--- config.mk ---
export PLATFORM = sky130hd
export DESIGN_NAME = tfs_timer
export DESIGN_NICKNAME = d
export VERILOG_FILES = /design/src/common/tfs_pkg.sv /design/src/tfs_timer.sv
export VERILOG_INCLUDE_DIRS = /design/src /design/src/common
export SDC_FILE = /design/constraint.sdc
export NUM_CORES = 1
export LEC_CHECK = 0
export BUFFER_PORTS_ARGS = -buffer_cell sky130_fd_sc_hd__buf_2
export CORE_MARGIN = 1
export CORE_UTILIZATION = 30
export CTS_CLUSTER_DIAMETER = 120
export CTS_CLUSTER_SIZE = 28
export DETAILED_ROUTE_END_ITERATION = 8
export PLACE_DENSITY_LB_ADDON = 0.2
export RECOVER_POWER = 50
export SYNTH_ARGS = -nofsm -noshare
export SYNTH_HDL_FRONTEND = slang
export SYNTH_SLANG_ARGS = --single-unit
--- constraint.sdc ---
create_clock -name clk_in -period 2.74 [get_ports clk_in]
set_input_delay 0.822 -clock clk_in [delete_from_list [all_inputs] [get_ports clk_in]]
set_output_delay 0.822 -clock clk_in [all_outputs]
set_load 0.01 [all_outputs]
--- src/common/tfs_cfg.svh ---
// constants of the timer flag and status block: offsets, fields, resets
// assumes an 8-bit register port with a 5-bit byte address
`ifndef TFS_CFG_SVH
`define TFS_CFG_SVH

// ----------------------------------------------------------------------
// widths
// ----------------------------------------------------------------------
`define TFS_CNT_W        16
`define TFS_DATA_W       8
`define TFS_ADDR_W       5
`define TFS_EVT_W        5
`define TFS_PRE_W        8

// ----------------------------------------------------------------------
// register offsets
// ----------------------------------------------------------------------
`define TFS_OFS_STATUS   5'h00
`define TFS_OFS_CTRL     5'h01
`define TFS_OFS_CNT_HI   5'h02
`define TFS_OFS_CNT_LO   5'h03
`define TFS_OFS_ALT_HI   5'h04
`define TFS_OFS_ALT_LO   5'h05
`define TFS_OFS_CAP1_HI  5'h06
`define TFS_OFS_CAP1_LO  5'h07
`define TFS_OFS_CAP2_HI  5'h08
`define TFS_OFS_CAP2_LO  5'h09
`define TFS_OFS_CMP1_HI  5'h0a
`define TFS_OFS_CMP1_LO  5'h0b
`define TFS_OFS_CMP2_HI  5'h0c
`define TFS_OFS_CMP2_LO  5'h0d
`define TFS_OFS_IRQ_ST   5'h0e
`define TFS_OFS_IRQ_MSK  5'h0f
`define TFS_OFS_PRESCL   5'h10

// ----------------------------------------------------------------------
// status fields (bit positions) and control fields
// ----------------------------------------------------------------------
`define TFS_BIT_CAP1     7
`define TFS_BIT_CMP1     6
`define TFS_BIT_ROLL     5
`define TFS_BIT_CAP2     4
`define TFS_BIT_CMP2     3
`define TFS_BIT_FREEZE   2
`define TFS_BIT_PWM      0
// event index inside the 5-bit event vectors
`define TFS_EV_CAP1      4
`define TFS_EV_CMP1      3
`define TFS_EV_ROLL      2
`define TFS_EV_CAP2      1
`define TFS_EV_CMP2      0

// ----------------------------------------------------------------------
// reset values
// ----------------------------------------------------------------------
`define TFS_RST_BYTE     8'h00
`define TFS_RST_CNT      16'h0000
`define TFS_RST_EVT      5'h00
`define TFS_CNT_MAX      16'hffff
`define TFS_RST_PRE      8'h00
`define TFS_PRE_DEFAULT  8'h03

`endif

--- src/common/tfs_pkg.sv ---
// types of the timer flag and status block
// assumes tfs_cfg.svh is on the include path
`include "tfs_cfg.svh"

package tfs_pkg;

    // state of the block except the reset synchroniser, registered as one word
    typedef struct packed {
        logic [`TFS_CNT_W-1:0]  cnt;       // free-running counter
        logic [`TFS_PRE_W-1:0]  pre_cnt;   // prescaler divider
        logic [`TFS_PRE_W-1:0]  pre_div;   // prescaler reload
        logic [`TFS_CNT_W-1:0]  cap1;      // capture value one
        logic [`TFS_CNT_W-1:0]  cap2;      // capture value two
        logic [`TFS_CNT_W-1:0]  cmp1;      // compare value one
        logic [`TFS_CNT_W-1:0]  cmp2;      // compare value two
        logic [`TFS_EVT_W-1:0]  flags;     // status flags
        logic [`TFS_EVT_W-1:0]  armed;     // seen by a status read
        logic                   freeze;    // timer freeze
        logic                   pwm;       // pwm mode
        logic [`TFS_EVT_W-1:0]  irq_st;    // sticky interrupt status
        logic [`TFS_EVT_W-1:0]  irq_msk;   // interrupt mask
        logic                   cap1_prev; // last capture pin one level
        logic                   cap2_prev; // last capture pin two level
        logic                   out1;      // compare output one level
        logic                   out2;      // compare output two level
        logic [`TFS_DATA_W-1:0] rdata;     // read data
    } tfs_state_t;

endpackage : tfs_pkg

--- src/tfs_timer.sv ---
// timer flag and status logic of a 16-bit free-running timer
// assumes one 250 MHz clock, synchronous inputs and a simple register
// port: address, write data, write strobe, read strobe, data next cycle
//
// What this block does
// RULE1 - capture one on pin edge or pwm compare two
// RULE2 - capture one clears: status read, capture one low
// RULE3 - compare one flag on counter equal value one
// RULE4 - compare one clears: status read, compare one low
// RULE5 - rollover flag when counter wraps to zero
// RULE6 - rollover clears: status read, main counter low
// RULE7 - alternate counter low never clears rollover
// RULE8 - capture two flag on capture pin two edge
// RULE9 - capture two clears: status read, capture two low
// RULE10 - compare two flag on counter equal value two
// RULE11 - compare two clears: status read, compare two low
// RULE12 - freeze stops prescaler, counter, compare outputs
// RULE13 - freeze bit written and read by software
// RULE14 - registers stay accessible while frozen
// RULE15 - software writes status low bits as zero
// RULE16 - status register resets to all zeros
// RULE17 - flags sticky; new event beats clear
`timescale 1ns/10ps
`default_nettype none
`include "tfs_cfg.svh"

module tfs_timer #(
    parameter logic [`TFS_PRE_W-1:0] PRESCALE_RESET = `TFS_PRE_DEFAULT
) (
    input  wire logic                   clk_in,        // 250 MHz clock
    input  wire logic                   rst_b_in,      // async reset, low
    input  wire logic [`TFS_ADDR_W-1:0] addr_in,       // register address
    input  wire logic [`TFS_DATA_W-1:0] wdata_in,      // write data
    input  wire logic                   wr_in,         // write strobe
    input  wire logic                   rd_in,         // read strobe
    input  wire logic                   capture_pin_one_in, // capture one
    input  wire logic                   capture_pin_two_in, // capture two
    output logic [`TFS_DATA_W-1:0]      rdata_out,     // read data
    output logic                        compare_output_pin_one_out,
    output logic                        compare_output_pin_two_out,
    output logic                        irq_out        // level interrupt
);
    import tfs_pkg::*;

    // ------------------------------------------------------------------
    // decode helpers
    // ------------------------------------------------------------------

    // one strobe at a given offset
    function automatic logic hit(input logic [`TFS_ADDR_W-1:0] a,
                                 input logic [`TFS_ADDR_W-1:0] ofs,
                                 input logic                   stb);
        hit = stb && (a == ofs);
    endfunction : hit

    // pick the high or low byte of a 16-bit value
    function automatic logic [`TFS_DATA_W-1:0] byte_of(
        input logic [`TFS_CNT_W-1:0] v,
        input logic                  hi);
        byte_of = hi ? v[`TFS_CNT_W-1:`TFS_DATA_W] : v[`TFS_DATA_W-1:0];
    endfunction : byte_of

    // ------------------------------------------------------------------
    // reset release
    // ------------------------------------------------------------------
    logic       rst_meta_reg;   // first synchroniser stage
    logic       rst_sync_reg;   // released reset, active high = running

    // two flops so the release is clean against clk_in
    always_ff @(posedge clk_in or negedge rst_b_in) begin
        if (!rst_b_in) begin
            rst_meta_reg <= 1'b0;
            rst_sync_reg <= 1'b0;
        end else begin
            rst_meta_reg <= 1'b1;
            rst_sync_reg <= rst_meta_reg;
        end
    end

    // ------------------------------------------------------------------
    // state
    // ------------------------------------------------------------------
    tfs_state_t st_reg;         // registered state
    tfs_state_t st_next;        // next state

    logic       any_access;     // read or write this cycle
    logic       tick;           // prescaler enable pulse
    logic [`TFS_CNT_W-1:0] cnt_inc;  // counter after a tick
    logic [`TFS_EVT_W-1:0] evt;      // events raised this cycle
    logic [`TFS_EVT_W-1:0] clr_acc;  // clearing low-byte accesses
    logic [`TFS_EVT_W-1:0] clr;      // flags cleared this cycle
    logic       cap1_edge;      // rising edge on capture pin one
    logic       cap2_edge;      // rising edge on capture pin two
    logic       cmp1_hit;       // counter lands on compare one
    logic       cmp2_hit;       // counter lands on compare two
    logic [`TFS_DATA_W-1:0] status_byte; // status register view

    // ------------------------------------------------------------------
    // next-state logic
    // ------------------------------------------------------------------
    always_comb begin
        st_next    = st_reg;
        any_access = rd_in || wr_in;

        // status view: flags, freeze, low two bits always zero
        status_byte = `TFS_RST_BYTE;
        status_byte[`TFS_BIT_CAP1]   = st_reg.flags[`TFS_EV_CAP1];
        status_byte[`TFS_BIT_CMP1]   = st_reg.flags[`TFS_EV_CMP1];
        status_byte[`TFS_BIT_ROLL]   = st_reg.flags[`TFS_EV_ROLL];
        status_byte[`TFS_BIT_CAP2]   = st_reg.flags[`TFS_EV_CAP2];
        status_byte[`TFS_BIT_CMP2]   = st_reg.flags[`TFS_EV_CMP2];
        // RULE13 freeze read back
        status_byte[`TFS_BIT_FREEZE] = st_reg.freeze;

        // RULE12 prescaler held while frozen
        tick = 1'b0;
        if (!st_reg.freeze) begin
            if (st_reg.pre_cnt == `TFS_RST_PRE) begin
                tick = 1'b1;
                st_next.pre_cnt = st_reg.pre_div;
            end else begin
                st_next.pre_cnt = st_reg.pre_cnt - 1'b1;
            end
        end

        // RULE12 counter held while frozen
        cnt_inc = st_reg.cnt + 1'b1;
        if (tick) begin
            st_next.cnt = cnt_inc;
        end

        // compare matches are judged on the value just reached, so a
        // frozen counter that sits on a compare value raises nothing
        // RULE3 compare one match
        cmp1_hit = tick && (cnt_inc == st_reg.cmp1);
        // RULE10 compare two match
        cmp2_hit = tick && (cnt_inc == st_reg.cmp2);

        // capture pins sampled as synchronous; rising edge captures
        cap1_edge = capture_pin_one_in && !st_reg.cap1_prev;
        cap2_edge = capture_pin_two_in && !st_reg.cap2_prev;
        st_next.cap1_prev = capture_pin_one_in;
        st_next.cap2_prev = capture_pin_two_in;

        // event vector
        evt = `TFS_RST_EVT;
        // RULE1 pin edge, or compare two reached in pwm mode
        evt[`TFS_EV_CAP1] = st_reg.pwm ? cmp2_hit : cap1_edge;
        evt[`TFS_EV_CMP1] = cmp1_hit;
        // RULE5 wrap from the maximum to zero
        evt[`TFS_EV_ROLL] = tick && (st_reg.cnt == `TFS_CNT_MAX);
        // RULE8 capture two on pin edge
        evt[`TFS_EV_CAP2] = cap2_edge;
        evt[`TFS_EV_CMP2] = cmp2_hit;

        // capture registers follow their events
        if (evt[`TFS_EV_CAP1]) begin
            st_next.cap1 = st_reg.pwm ? cnt_inc : st_reg.cnt;
        end
        if (cap2_edge) begin
            st_next.cap2 = st_reg.cnt;
        end

        // compare outputs: toggle per match, or pwm waveform where
        // compare one raises and compare two drops output one
        if (st_reg.pwm) begin
            if (cmp1_hit) begin
                st_next.out1 = 1'b1;
            end else if (cmp2_hit) begin
                st_next.out1 = 1'b0;
            end
        end else if (cmp1_hit) begin
            st_next.out1 = !st_reg.out1;
        end
        if (cmp2_hit && !st_reg.pwm) begin
            st_next.out2 = !st_reg.out2;
        end

        // accesses of the low bytes that finish a clear sequence
        clr_acc = `TFS_RST_EVT;
        // RULE2 capture one low byte
        clr_acc[`TFS_EV_CAP1] = hit(addr_in, `TFS_OFS_CAP1_LO, any_access);
        // RULE4 compare one low byte
        clr_acc[`TFS_EV_CMP1] = hit(addr_in, `TFS_OFS_CMP1_LO, any_access);
        // RULE6 main counter low only
        // RULE7 alternate low byte is not decoded here
        clr_acc[`TFS_EV_ROLL] = hit(addr_in, `TFS_OFS_CNT_LO, any_access);
        // RULE9 capture two low byte
        clr_acc[`TFS_EV_CAP2] = hit(addr_in, `TFS_OFS_CAP2_LO, any_access);
        // RULE11 compare two low byte
        clr_acc[`TFS_EV_CMP2] = hit(addr_in, `TFS_OFS_CMP2_LO, any_access);

        // a flag clears only if it was already set when the status
        // register was read; a flag raised later needs a fresh read
        clr = clr_acc & st_reg.armed & st_reg.flags;

        // RULE17 set beats clear
        st_next.flags = (st_reg.flags & ~clr) | evt;
        st_next.armed = st_reg.armed & ~clr;
        if (hit(addr_in, `TFS_OFS_STATUS, rd_in)) begin
            st_next.armed = st_reg.flags;
        end

        // interrupt status is a second, write-one-to-clear copy of
        // the events; a new event beats the clear here as well
        st_next.irq_st = st_reg.irq_st | evt;
        if (hit(addr_in, `TFS_OFS_IRQ_ST, wr_in)) begin
            st_next.irq_st = (st_reg.irq_st & ~wdata_in[`TFS_EVT_W-1:0])
                           | evt;
        end

        // RULE14 writes are taken whether frozen or not
        if (wr_in) begin
            unique case (addr_in)
                `TFS_OFS_STATUS: begin
                    // RULE13 only the freeze bit is writable
                    // RULE15 low bits ignored, read back as zero
                    st_next.freeze = wdata_in[`TFS_BIT_FREEZE];
                end
                `TFS_OFS_CTRL: begin
                    st_next.pwm = wdata_in[`TFS_BIT_PWM];
                end
                `TFS_OFS_CMP1_HI: begin
                    st_next.cmp1[`TFS_CNT_W-1:`TFS_DATA_W] = wdata_in;
                end
                `TFS_OFS_CMP1_LO: begin
                    st_next.cmp1[`TFS_DATA_W-1:0] = wdata_in;
                end
                `TFS_OFS_CMP2_HI: begin
                    st_next.cmp2[`TFS_CNT_W-1:`TFS_DATA_W] = wdata_in;
                end
                `TFS_OFS_CMP2_LO: begin
                    st_next.cmp2[`TFS_DATA_W-1:0] = wdata_in;
                end
                `TFS_OFS_IRQ_MSK: begin
                    st_next.irq_msk = wdata_in[`TFS_EVT_W-1:0];
                end
                `TFS_OFS_PRESCL: begin
                    st_next.pre_div = wdata_in;
                end
                default: begin
                    // counters and captures are read-only; the
                    // interrupt status clear is handled above
                end
            endcase
        end

        // read data, registered; unmapped offsets read as zero
        st_next.rdata = `TFS_RST_BYTE;
        if (rd_in) begin
            unique case (addr_in)
                `TFS_OFS_STATUS:  st_next.rdata = status_byte;
                `TFS_OFS_CTRL: begin
                    st_next.rdata[`TFS_BIT_PWM] = st_reg.pwm;
                end
                `TFS_OFS_CNT_HI:  st_next.rdata = byte_of(st_reg.cnt, 1'b1);
                `TFS_OFS_CNT_LO:  st_next.rdata = byte_of(st_reg.cnt, 1'b0);
                `TFS_OFS_ALT_HI:  st_next.rdata = byte_of(st_reg.cnt, 1'b1);
                `TFS_OFS_ALT_LO:  st_next.rdata = byte_of(st_reg.cnt, 1'b0);
                `TFS_OFS_CAP1_HI: st_next.rdata = byte_of(st_reg.cap1, 1'b1);
                `TFS_OFS_CAP1_LO: st_next.rdata = byte_of(st_reg.cap1, 1'b0);
                `TFS_OFS_CAP2_HI: st_next.rdata = byte_of(st_reg.cap2, 1'b1);
                `TFS_OFS_CAP2_LO: st_next.rdata = byte_of(st_reg.cap2, 1'b0);
                `TFS_OFS_CMP1_HI: st_next.rdata = byte_of(st_reg.cmp1, 1'b1);
                `TFS_OFS_CMP1_LO: st_next.rdata = byte_of(st_reg.cmp1, 1'b0);
                `TFS_OFS_CMP2_HI: st_next.rdata = byte_of(st_reg.cmp2, 1'b1);
                `TFS_OFS_CMP2_LO: st_next.rdata = byte_of(st_reg.cmp2, 1'b0);
                `TFS_OFS_IRQ_ST: begin
                    st_next.rdata[`TFS_EVT_W-1:0] = st_reg.irq_st;
                end
                `TFS_OFS_IRQ_MSK: begin
                    st_next.rdata[`TFS_EVT_W-1:0] = st_reg.irq_msk;
                end
                `TFS_OFS_PRESCL:  st_next.rdata = st_reg.pre_div;
                default:          st_next.rdata = `TFS_RST_BYTE;
            endcase
        end
    end

    // ------------------------------------------------------------------
    // state register
    // ------------------------------------------------------------------

    // RULE16 flags and status clear on reset, compare values load ffff, prescaler reload loads PRESCALE_RESET; timer running
    always_ff @(posedge clk_in or negedge rst_b_in) begin
        if (!rst_b_in) begin
            st_reg.cnt       <= `TFS_RST_CNT;
            st_reg.pre_cnt   <= `TFS_RST_PRE;
            st_reg.pre_div   <= PRESCALE_RESET;
            st_reg.cap1      <= `TFS_RST_CNT;
            st_reg.cap2      <= `TFS_RST_CNT;
            st_reg.cmp1      <= `TFS_CNT_MAX;
            st_reg.cmp2      <= `TFS_CNT_MAX;
            st_reg.flags     <= `TFS_RST_EVT;
            st_reg.armed     <= `TFS_RST_EVT;
            st_reg.freeze    <= 1'b0;
            st_reg.pwm       <= 1'b0;
            st_reg.irq_st    <= `TFS_RST_EVT;
            st_reg.irq_msk   <= `TFS_RST_EVT;
            st_reg.cap1_prev <= 1'b0;
            st_reg.cap2_prev <= 1'b0;
            st_reg.out1      <= 1'b0;
            st_reg.out2      <= 1'b0;
            st_reg.rdata     <= `TFS_RST_BYTE;
        end else if (!rst_sync_reg) begin
            // hold reset values until the release has been synchronised
            st_reg <= st_reg;
        end else begin
            st_reg <= st_next;
        end
    end

    // ------------------------------------------------------------------
    // outputs
    // ------------------------------------------------------------------
    assign rdata_out = st_reg.rdata;
    // RULE12 compare outputs gated off while frozen
    assign compare_output_pin_one_out = st_reg.out1 && !st_reg.freeze;
    assign compare_output_pin_two_out = st_reg.out2 && !st_reg.freeze;
    // level interrupt while any unmasked sticky bit stands
    assign irq_out = |(st_reg.irq_st & st_reg.irq_msk);

endmodule : tfs_timer
`default_nettype wire

-- Word level (Yosys, flattened, before mapping)
Index checks and enable logic that the tools add are counted.
- add/subtract/negate cells: 2
- multipliers: 0
- div/mod/pow operators: 0
- $lt $le $gt $ge: 0
- equality and inequality tests: 19
- shift-type cells: 0
- muxes and demuxes: 15
- bitwise gates (word level): 12
- reductions and logical operators: 43
- operators by type and width (kind ; number):
    $pmux 4 s14 ; 1
    $eq 5x4->1 const B ; 8
    $pmux 3 s12 ; 1
    $eq 16x16->1 ; 2
    $and 5x5->5 ; 6
    $reduce_and 3->1 ; 9
    $eq 5x3->1 const B ; 4
    $add 16x1->16 const B ; 1
    $eq 16x16->1 const B ; 1
    $mux 16 ; 1
    $mux 8 ; 2
    $logic_and 1x1->1 ; 15
    $or 5x5->5 ; 3
    $pmux 1 s14 ; 1
    $eq 5x2->1 const B ; 2
    $mux 5 ; 2
    $not 5->5 ; 2
    $reduce_and 2->1 ; 5
    $logic_not 8->1 ; 1
    $sub 8x1->8 const B ; 1
    $mux 1 ; 7
    $logic_not 1->1 ; 6
    $eq 5x1->1 const B ; 1
    $eq 5x5->1 const B ; 1
    6 further kinds ; 8
- register bits after elaboration: 132
- latch bits: 0
- bits in writable memories: 0
- memory bits (read-only): 0
- bits of input ports: 19
- output and inout port bits: 11
- word-level logic and storage cells: 113
- memories: 0

-- Logic depth before layout (Yosys ltp)
Gate-level depths: netlist of run 1.
- depth in word-level cells: 7
- gate-level depth with buffers: 13
- depth with buffers taken out: 9

-- Least setup slack after synthesis of run 1
OpenSTA, ideal clock, no wires.
- kind: register to register
- start point: register st_reg[115] in the netlist's numbering
- end point: register st_reg[90] in the netlist's numbering
- library setup time: 0.125 ns
- arrival time: 2.778 ns
- required time: 2.615 ns
- path slack: -0.164 ns
- cell stages (with the launch flop): 13
- buffers on the path: 4
- clock period less this slack: 2.904 ns
- cell sequence: dfrtp_1 -> ha_1 -> buf_4 -> and4_2 -> buf_2 -> nand4_1 -> or3b_2 -> nor4_2 -> nand4_1 -> nand2b_1 -> buf_6 -> buf_12 -> mux2_4
- cells in the longest elaborated chain, start to end: 5
- elaborated cells between the ends (all ways): 6
- those cells by class: 1 x add/sub; 1 x eq/ne; 2 x mux; 2 x reduce/logical
- RTL lines (what ; line ; RTL):
    start, declared ; tfs_timer.sv:83 ; tfs_state_t st_reg;
    start signal, assigned ; tfs_timer.sv:307 ; st_reg <= st_reg;
    start signal, assigned ; tfs_timer.sv:309 ; st_reg <= st_next;
    $add 16x1->16 (*) ; tfs_timer.sv:127 ; cnt_inc = st_reg.cnt + 1'b1;
    $eq 16x16->1 ; tfs_timer.sv:137 ; cmp2_hit = tick && (cnt_inc == st_reg.cmp2);
    $logic_and 1x1->1 ; tfs_timer.sv:137 ;
    $mux 1 ; tfs_timer.sv:148 ; evt[`TFS_EV_CAP1] = st_reg.pwm ? cmp2_hit : cap1_edge;
    $reduce_and 2->1 (no line) ; -- ;
Mark *: on every way between the ends. The rest lies on a longest branch, timed or not.
A chain may end at the register's enable or synchronous reset.

-- Worst setup path in the final report of run 1
- start point: register st_reg[115] in the netlist's numbering
- end point: register st_reg[85] in the netlist's numbering
Same word-level chain as after synthesis.

==> results of run 1 <==
worst max-delay path, stage by stage (launching register included):
cell       delay, ns
dfrtp_1         0.41
ha_4            0.21
and3_2          0.22
buf_4           0.16
and3_1          0.23
xnor2_1         0.19
nor3_2          0.19
nand4_1         0.22
nand2b_4        0.21
clkbuf_16       0.17
mux2_2          0.32
layout make-up:
class,instances,area share
Timing Repair Buffer,138,0.107
Clock buffer,20,0.0456
Clock inverter,12,0.0183
Inverter,11,0.00422
Multi-Input combinational cell,560,0.440
Tap cell,335,0.0428
Sequential cell,132,0.342
per-layer routing:
| layer | vias to the layer above | track usage |
|---|---|---|
| li1 | 2987 | - |
| met1 | 3288 | 0.301 |
| met2 | 241 | 0.317 |
| met3 | 40 | 0.0472 |
| met4 | 0 | 0.0713 |
| met5 | - | 0 |
synthesized netlist by cell type (3+ instances only):
cell / instances / area (um2)
mux2_4: 7 / 105
nand3_1: 28 / 140
nand2b_1: 9 / 56.3
or4_1: 3 / 22.5
nor2b_1: 8 / 50.1
a22oi_1: 38 / 285
xor2_1: 14 / 123
buf_6: 4 / 45.0
buf_1: 5 / 18.8
nor4_2: 3 / 37.5
o21ai_0: 23 / 115
a31oi_1: 7 / 43.8
ha_1: 3 / 37.5
a21oi_1: 10 / 50.1
nand2_1: 74 / 278
and3_1: 8 / 50.1
mux2i_1: 3 / 30.0
nand4_1: 21 / 131
a221oi_1: 3 / 26.3
a222oi_1: 7 / 70.1
inv_1: 11 / 41.3
clkbuf_1: 38 / 143
nor3_1: 16 / 80.1
buf_2: 7 / 35.0
dfrtp_1: 98 / 2450
o2111ai_1: 5 / 43.8
o211ai_1: 5 / 37.5
nor4_1: 9 / 56.3
nor2_1: 38 / 143
mux2_2: 79 / 890
or3b_2: 7 / 61.3
and2_1: 4 / 25.0
buf_4: 10 / 75.1
a21o_2: 3 / 26.3
nand3b_1: 4 / 30.0
o2bb2ai_1: 4 / 35.0
dfstp_2: 34 / 893
a21o_1: 4 / 30.0
nor3b_1: 6 / 45.0
a211oi_1: 8 / 60.1
xnor2_1: 53 / 464
and4_1: 5 / 43.8
through the flow:
| stage | cells | utilization | area [um2] | worst slack, ns | total power, W |
|---|---|---|---|---|---|
| final | 1208 | 0.377 | 9790 | 0.108 | 0.00612 |
| after CTS | 1196 | 0.370 | 9610 | 0.0215 | 0.00611 |
| after global placement | 1164 | 0.345 | 8960 | -0.0999 | 0.00360 |
| after floorplan | 768 | - | 7930 | 0.00558 | 0.00312 |
| after detailed placement | 1164 | 0.345 | 8960 | -0.0647 | 0.00361 |
| after global routing | 1208 | 0.377 | 9790 | -0.00738 | 0.00637 |
cells in the final DEF, fill, tap and decap left out, types with 8 or more instances in the layout:
master / n
clkbuf_16: 19
a22oi_1: 38
nor2_1: 38
nand2_1: 72
o21ai_0: 22
xnor2_1: 51
mux2_2: 79
a21oi_1: 10
nand4_1: 21
nor4_1: 8
buf_2: 28
nor2b_1: 8
inv_1: 11
and3_1: 8
dfrtp_1: 94
xor2_1: 14
dfstp_2: 34
buf_4: 94
nand2b_1: 8
nor3_1: 13
nand3_1: 28
timing repair:
action | in CTS | in global routing
setup endpoints to repair | 9 | 19
pin swaps | 0 | 12
cloned | 0 | 2
gates resized for setup | 3 | 25
setup buffers | 0 | 10
cells by family after synthesis:
group | synth area share
xor gates and xnor gates | 0.0862
other | 0.000474
DFF | 0.423
and+or+nand+nor | 0.184
buffers and inverters | 0.0478
adders and majority gates | 0.00474
muxes | 0.130
AOI/OAI and AO/OA | 0.125
power by group through the flow:
stage | Sequential [W] | Clock (W) | Combinational (W)
2_1_floorplan | 0.00239 | 0 | 0.000735
4_1_cts | 0.00247 | 0.00250 | 0.00113
3_5_place_dp | 0.00250 | 0 | 0.00111
6_report | 0.00248 | 0.00247 | 0.00117
5_1_grt | 0.00251 | 0.00258 | 0.00128
3_3_place_gp | 0.00249 | 0 | 0.00110
worst max path at each step:
stage	end	slack, ns	depth (start not counted)	from
final	st_reg[85]$_DFFE_PN0P_	0.11	10	st_reg[115]$_DFFE_PN0P_
after global routing	st_reg[86]$_DFFE_PN0P_	-0.007	9	st_reg[115]$_DFFE_PN0P_
after CTS	st_reg[89]$_DFFE_PN0P_	0.02	9	st_reg[114]$_DFFE_PN0P_
after detailed placement	st_reg[20]$_DFFE_PN0P_	-0.06	10	st_reg[114]$_DFFE_PN0P_
after global placement	st_reg[20]$_DFFE_PN0P_	-0.1	10	st_reg[116]$_DFFE_PN0P_
after floorplan	st_reg[90]$_DFFE_PN0P_	0.006	11	st_reg[115]$_DFFE_PN0P_
==> impl_metrics.py, run 1 <==
metrics = {
    "flow_run": {
        "cap_viol_max_count": 1,
    },
    "global_route": {
        "globalRoute.totalOverflow": 0,
        "grt_pass1_vias": 6494,
        "global_route_wire_length_before_repair_mm": 41.5,
        "initial_antenna_violation_count": 0,
        "grt_start_max_net_pins": 63,
        "grt_usage": 0.212,
    },
    "logic_synthesis": {
        "syn-cell-area_mm2": 0.00791,
        "netlist_instances": 768,
        "synth-async-reset-ratio": 1.00,
        "ys_seq_area_frac": 0.423,
        "synth.avg_cell_area_um2": 10.3,
        "main_flop_type_after_synthesis": "dfrtp_1",
        "syn_nets": 790,
        "synth_edf_count": 0,
        "ys_seq_elements": 132,
        "synth_warnings": 0,
        "synth_cell_type_count": 74,
    },
    "clock_network": {
        "clock_path_buffers": 2,
        "cts_tree": "done",
        "cts_buffers": 17,
        "cts_max_level": 4,
        "clk_latency_ns": 0.43,
        "register_clock_pin_slew_on_the_reported_worst_setup_and_hold_paths_ns": 0.06,
        "cts_root_buffer": "clkbuf_16",
        "postCtsHoldBufs": 0,
        "clock-sinks": 132,
    },
    "route": {
        "route.vias.total": 6556,
        "highest-signal-layer": "met4",
        "firstDrtPassIters": 8,
        "postRouteAntennaNets": 0,
        "met3RoutedLength_mm": 1.58,
        "wl_final_mm": 27.5,
        "met2_wirelength_mm": 12.3,
        "detailedRoute.firstIterationViolations": 633,
        "detail_route.wl_per_cell_um": 22.8,
        "viasPerCell": 5.43,
        "wl_met1_mm": 13.1,
        "drc": 0,
    },
    "sta": {
        "skew_ns": 0.00947,
        "final.period_utilization": 0.960,
        "worstMarginPinSlew_ns": 1.62,
        "maxSlewHeadroom": -0.0823,
        "setup-tns-final_ns": 0,
        "slew_violations": 63,
        "timing.hold.ws_ns": 0.351,
        "timing.final.setup_violations": 0,
        "max_freq_mhz": 380,
        "period_minus_slack_ns": 2.63,
        "finalHoldViolCount": 0,
    },
    "critical_path": {
        "worstSetupPathType": "register to register",
        "timing.critical_path.fanout_max": 6,
        "worstSetupEndpointType": "register",
        "required_ns": 3.05,
        "worst_ep_arrival_time_ns": 2.94,
        "r2r_end": "st_reg[85]$_DFFE_PN0P_",
        "r2r_slack_ns": 0.11,
        "regToRegStartpoint": "st_reg[115]$_DFFE_PN0P_",
        "start_kind": "register",
        "worst-r2r-cell-count": 10,
    },
    "worst_hold_path": {
        "hold_start": "rst_meta_reg$_DFF_PN0_",
        "min_to": "rst_sync_reg$_DFF_PN0_",
        "hold_class": "register to register",
        "hold-path-cell-count": 0,
    },
    "power_and_ir_drop": {
        "power.share.switching": 0.294,
        "sequentialPowerShare": 0.406,
        "ir_drop_mv": 0.369,
        "internal_power_w": 0.00431,
        "power-per-cell-area_mw_per_mm2": 624,
        "clockPowerShare": 0.403,
        "power.leakage_nw": 4.21,
        "total_switching_power_w": 0.00180,
        "power.share.combinational": 0.191,
    },
    "layout": {
        "layout.nets": 882,
        "post_route_cells_drive_above_1_share": 0.372,
        "antenna-diode-count": 0,
        "seqCellArea_mm2": 0.00335,
        "max_ffs_per_register": 122,
        "final.fill_count": 2613,
        "multi_input_comb_area_mm2": 0.00431,
        "area_growth_pct": 23.8,
    },
    "status": {
        "failing_checks": "capacitance limit, slew limit",
        "status": "complete, but fails checks",
    },
    "floorplanning": {
        "start_util": 0.305,
        "floorplan_die_width_um": 164,
        "fp.coreArea_mm2": 0.0260,
        "pin_count": 30,
        "die_area_mm2": 0.0270,
        "core.rowCount": 59,
        "chipHeight_um": 164,
    },
    "placement": {
        "gp_congestion": 0.902,
        "place_hpwl_mm": 20.7,
        "io_buffer_count": 29,
    },
}
Note: power is estimated with default switching activity, not from simulation.
==> run 2: changes to the inputs <==
--- a/config.mk
+++ b/config.mk
@@ -13,7 +13,7 @@
 export CTS_CLUSTER_SIZE = 28
 export DETAILED_ROUTE_END_ITERATION = 8
 export PLACE_DENSITY_LB_ADDON = 0.2
-export RECOVER_POWER = 50
+export RECOVER_POWER = 100
 export SYNTH_ARGS = -nofsm -noshare
 export SYNTH_HDL_FRONTEND = slang
 export SYNTH_SLANG_ARGS = --single-unit
==> run 2 against run 1 <==
  * Critical path depth unchanged
  * The flow still finishes with violations (capacitance limit, slew limit)
  * Maximum frequency up 0.34%
  * Largest power group unchanged
  * First-iteration DRC count down 3.6%
  * Combinational power about the same
  * Die area unchanged
  * Critical endpoint unchanged
  * Hold slack about the same
  * Via count up 0.43%
  * Clock power about the same
==> impl_metrics.py, run 2 (synthesis results as in run 1) <==
metrics = {
    "critical_path": {
        "worstPathCellList": "ha_4 -> and3_2 -> buf_4 -> and3_1 -> xnor2_1 -> nor3_2 -> nand4_1 -> nand2b_4 -> clkbuf_16 -> mux2_2",
        "r2r_slack_ns": 0.12,
        "worst_ep_arrival_time_ns": 2.94,
        "critical_path.slowest_cell": "dfrtp_1",
        "timing.critical_path.fanout_max": 6,
        "regToRegStartpoint": "st_reg[115]$_DFFE_PN0P_",
        "worstSetupEndpointType": "register",
        "cp_num_buf_inv": 2,
        "path_delay_family": "simple AND/OR/NAND/NOR gates",
        "cp_slowest_stage_delay_ns": 0.41,
        "worst-r2r-cell-count": 10,
        "required_ns": 3.05,
        "worstSetupPathType": "register to register",
        "start_kind": "register",
        "r2r_end": "st_reg[85]$_DFFE_PN0P_",
    },
    "global_route": {
        "initial_antenna_violation_count": 0,
        "grt_usage": 0.212,
        "globalRoute.totalOverflow": 0,
        "global_route_wire_length_before_repair_mm": 41.5,
        "grt_start_max_net_pins": 63,
        "grt_pass1_vias": 6494,
    },
    "floorplanning": {
        "die_area_mm2": 0.0270,
        "floorplan_die_width_um": 164,
        "start_util": 0.305,
        "chipHeight_um": 164,
        "pin_count": 30,
        "fp.coreArea_mm2": 0.0260,
        "core.rowCount": 59,
    },
    "clock_network": {
        "cts_buffers": 17,
        "cts_root_buffer": "clkbuf_16",
        "cts_tree": "done",
        "clock_path_buffers": 2,
        "clk_latency_ns": 0.43,
        "register_clock_pin_slew_on_the_reported_worst_setup_and_hold_paths_ns": 0.06,
        "cts_max_level": 4,
        "postCtsHoldBufs": 0,
        "clock-sinks": 132,
    },
    "sta": {
        "slew_violations": 63,
        "final.period_utilization": 0.957,
        "period_minus_slack_ns": 2.62,
        "timing.final.setup_violations": 0,
        "worst_slack_ns": 0.117,
        "worstMarginPinSlew_ns": 1.62,
        "finalHoldViolCount": 0,
        "skew_ns": 0.00920,
        "maxSlewHeadroom": -0.0832,
        "max_freq_mhz": 381,
    },
    "route": {
        "firstDrtPassIters": 5,
        "detailedRoute.firstIterationViolations": 610,
        "drc": 0,
        "route.vias.total": 6584,
        "detail_route.wl_per_cell_um": 22.8,
        "postRouteAntennaNets": 0,
        "wl_final_mm": 27.5,
        "viasPerCell": 5.45,
    },
    "layout": {
        "layout.cells.most_common": "dfrtp_1",
        "area_growth_pct": 22.3,
        "layout.nets": 882,
        "post_route_cells_drive_above_1_share": 0.338,
        "layout.cells.most_common_list": "dfrtp_1, mux2_2, buf_4",
        "multi_input_comb_area_mm2": 0.00431,
        "antenna-diode-count": 0,
        "seqCellArea_mm2": 0.00335,
        "finish.instance_area_mm2": 0.00968,
        "max_ffs_per_register": 122,
        "final.fill_count": 2643,
    },
    "status": {
        "failing_checks": "capacitance limit, slew limit",
        "status": "complete, but fails checks",
    },
    "worst_hold_path": {
        "min_to": "rst_sync_reg$_DFF_PN0_",
        "hold_class": "register to register",
        "hold-path-cell-count": 0,
        "hold_start": "rst_meta_reg$_DFF_PN0_",
    },
    "flow_run": {
        "cap_viol_max_count": 1,
    },
    "power_and_ir_drop": {
        "power-per-cell-area_mw_per_mm2": 630,
        "power.leakage_nw": 4.08,
        "ir_drop_mv": 0.371,
    },
    "placement": {
        "dpl_worst_slack_ns": -0.0647,
        "io_buffer_count": 29,
        "dpl_cell_area_mm2": 0.00896,
        "place_hpwl_mm": 20.7,
        "gp_congestion": 0.902,
    },
}
run 2: cell count changes in the layout (fill, tap and decap cells not counted):
| cell | before | now |
|---|---|---|
| clkbuf_1 | 7 | 37 |
| and2_0 | 0 | 2 |
| a2111oi_0 | 0 | 1 |
| buf_4 | 94 | 76 |
| a2111oi_1 | 2 | 1 |
| and2_1 | 4 | 2 |
| buf_12 | 6 | 4 |
| buf_2 | 28 | 15 |
| clkbuf_2 | 3 | 6 |
run 2: worst register-to-register path, stage by stage (launching register included):
cell	delay, ns
dfrtp_1	0.41
ha_4	0.21
and3_2	0.22
buf_4	0.16
and3_1	0.23
xnor2_1	0.19
nor3_2	0.19
nand4_1	0.21
nand2b_4	0.21
clkbuf_16	0.17
mux2_2	0.32
run 2: what timing repair did:
action | 4_1_cts | 5_1_grt
setup buffers | 0 | 10
hold endpoints to repair | 0 | 0
cloned | 0 | 2
endpoints found under the setup margin | 9 | 19
resized for setup | 3 | 25
pin swaps | 0 | 12
run 2: power by group:
part	total, W	leakage [nW]	internal (W)	switching, W
Combinational	0.00115	2.16	0.000532	0.000621
Clock	0.00246	0.297	0.00155	0.000915
Sequential	0.00248	1.62	0.00222	0.000262
run 2: cell type report:
type	instances	share of cell area
multi-input combinational	560	0.445
sequential	132	0.346
timing repair buffer	138	0.0968
clock buffer	20	0.0461
tap	335	0.0433
clock inverter	12	0.0185
inverter	11	0.00427
run 2: worst max path at each step:
| stage | from | endpoint | cells past startpoint |
|---|---|---|---|
| final | st_reg[115]$_DFFE_PN0P_ | st_reg[85]$_DFFE_PN0P_ | 10 |
| after global placement | st_reg[116]$_DFFE_PN0P_ | st_reg[20]$_DFFE_PN0P_ | 10 |
| after detailed placement | st_reg[114]$_DFFE_PN0P_ | st_reg[20]$_DFFE_PN0P_ | 10 |
| after CTS | st_reg[114]$_DFFE_PN0P_ | st_reg[89]$_DFFE_PN0P_ | 9 |
| after floorplan | st_reg[115]$_DFFE_PN0P_ | st_reg[90]$_DFFE_PN0P_ | 11 |
| after global routing | st_reg[124]$_DFFE_PN0P_ | st_reg[9]$_DFFE_PN0P_ | 9 |
run 2: layer usage:
metal  vias up  wire [um]  global-route usage
met3        40       1720              0.0472
met4         0        603              0.0713
li1       2992          -                   -
met5         -          0                   0
met1      3308      12900               0.301
met2       244      12300               0.317
run 2: through the flow:
stage / std cells / hold slack (ns) / utilization / power (W) / setup TNS [ns]
after floorplan: 768 / 0.331 / - / 0.00312 / 0
after global placement: 1164 / 0.331 / 0.345 / 0.00360 / -0.198
after detailed placement: 1164 / 0.340 / 0.345 / 0.00361 / -0.190
after CTS: 1196 / 0.354 / 0.370 / 0.00611 / 0
after global routing: 1208 / 0.361 / 0.373 / 0.00636 / -0.00442
final: 1208 / 0.351 / 0.373 / 0.00610 / 0
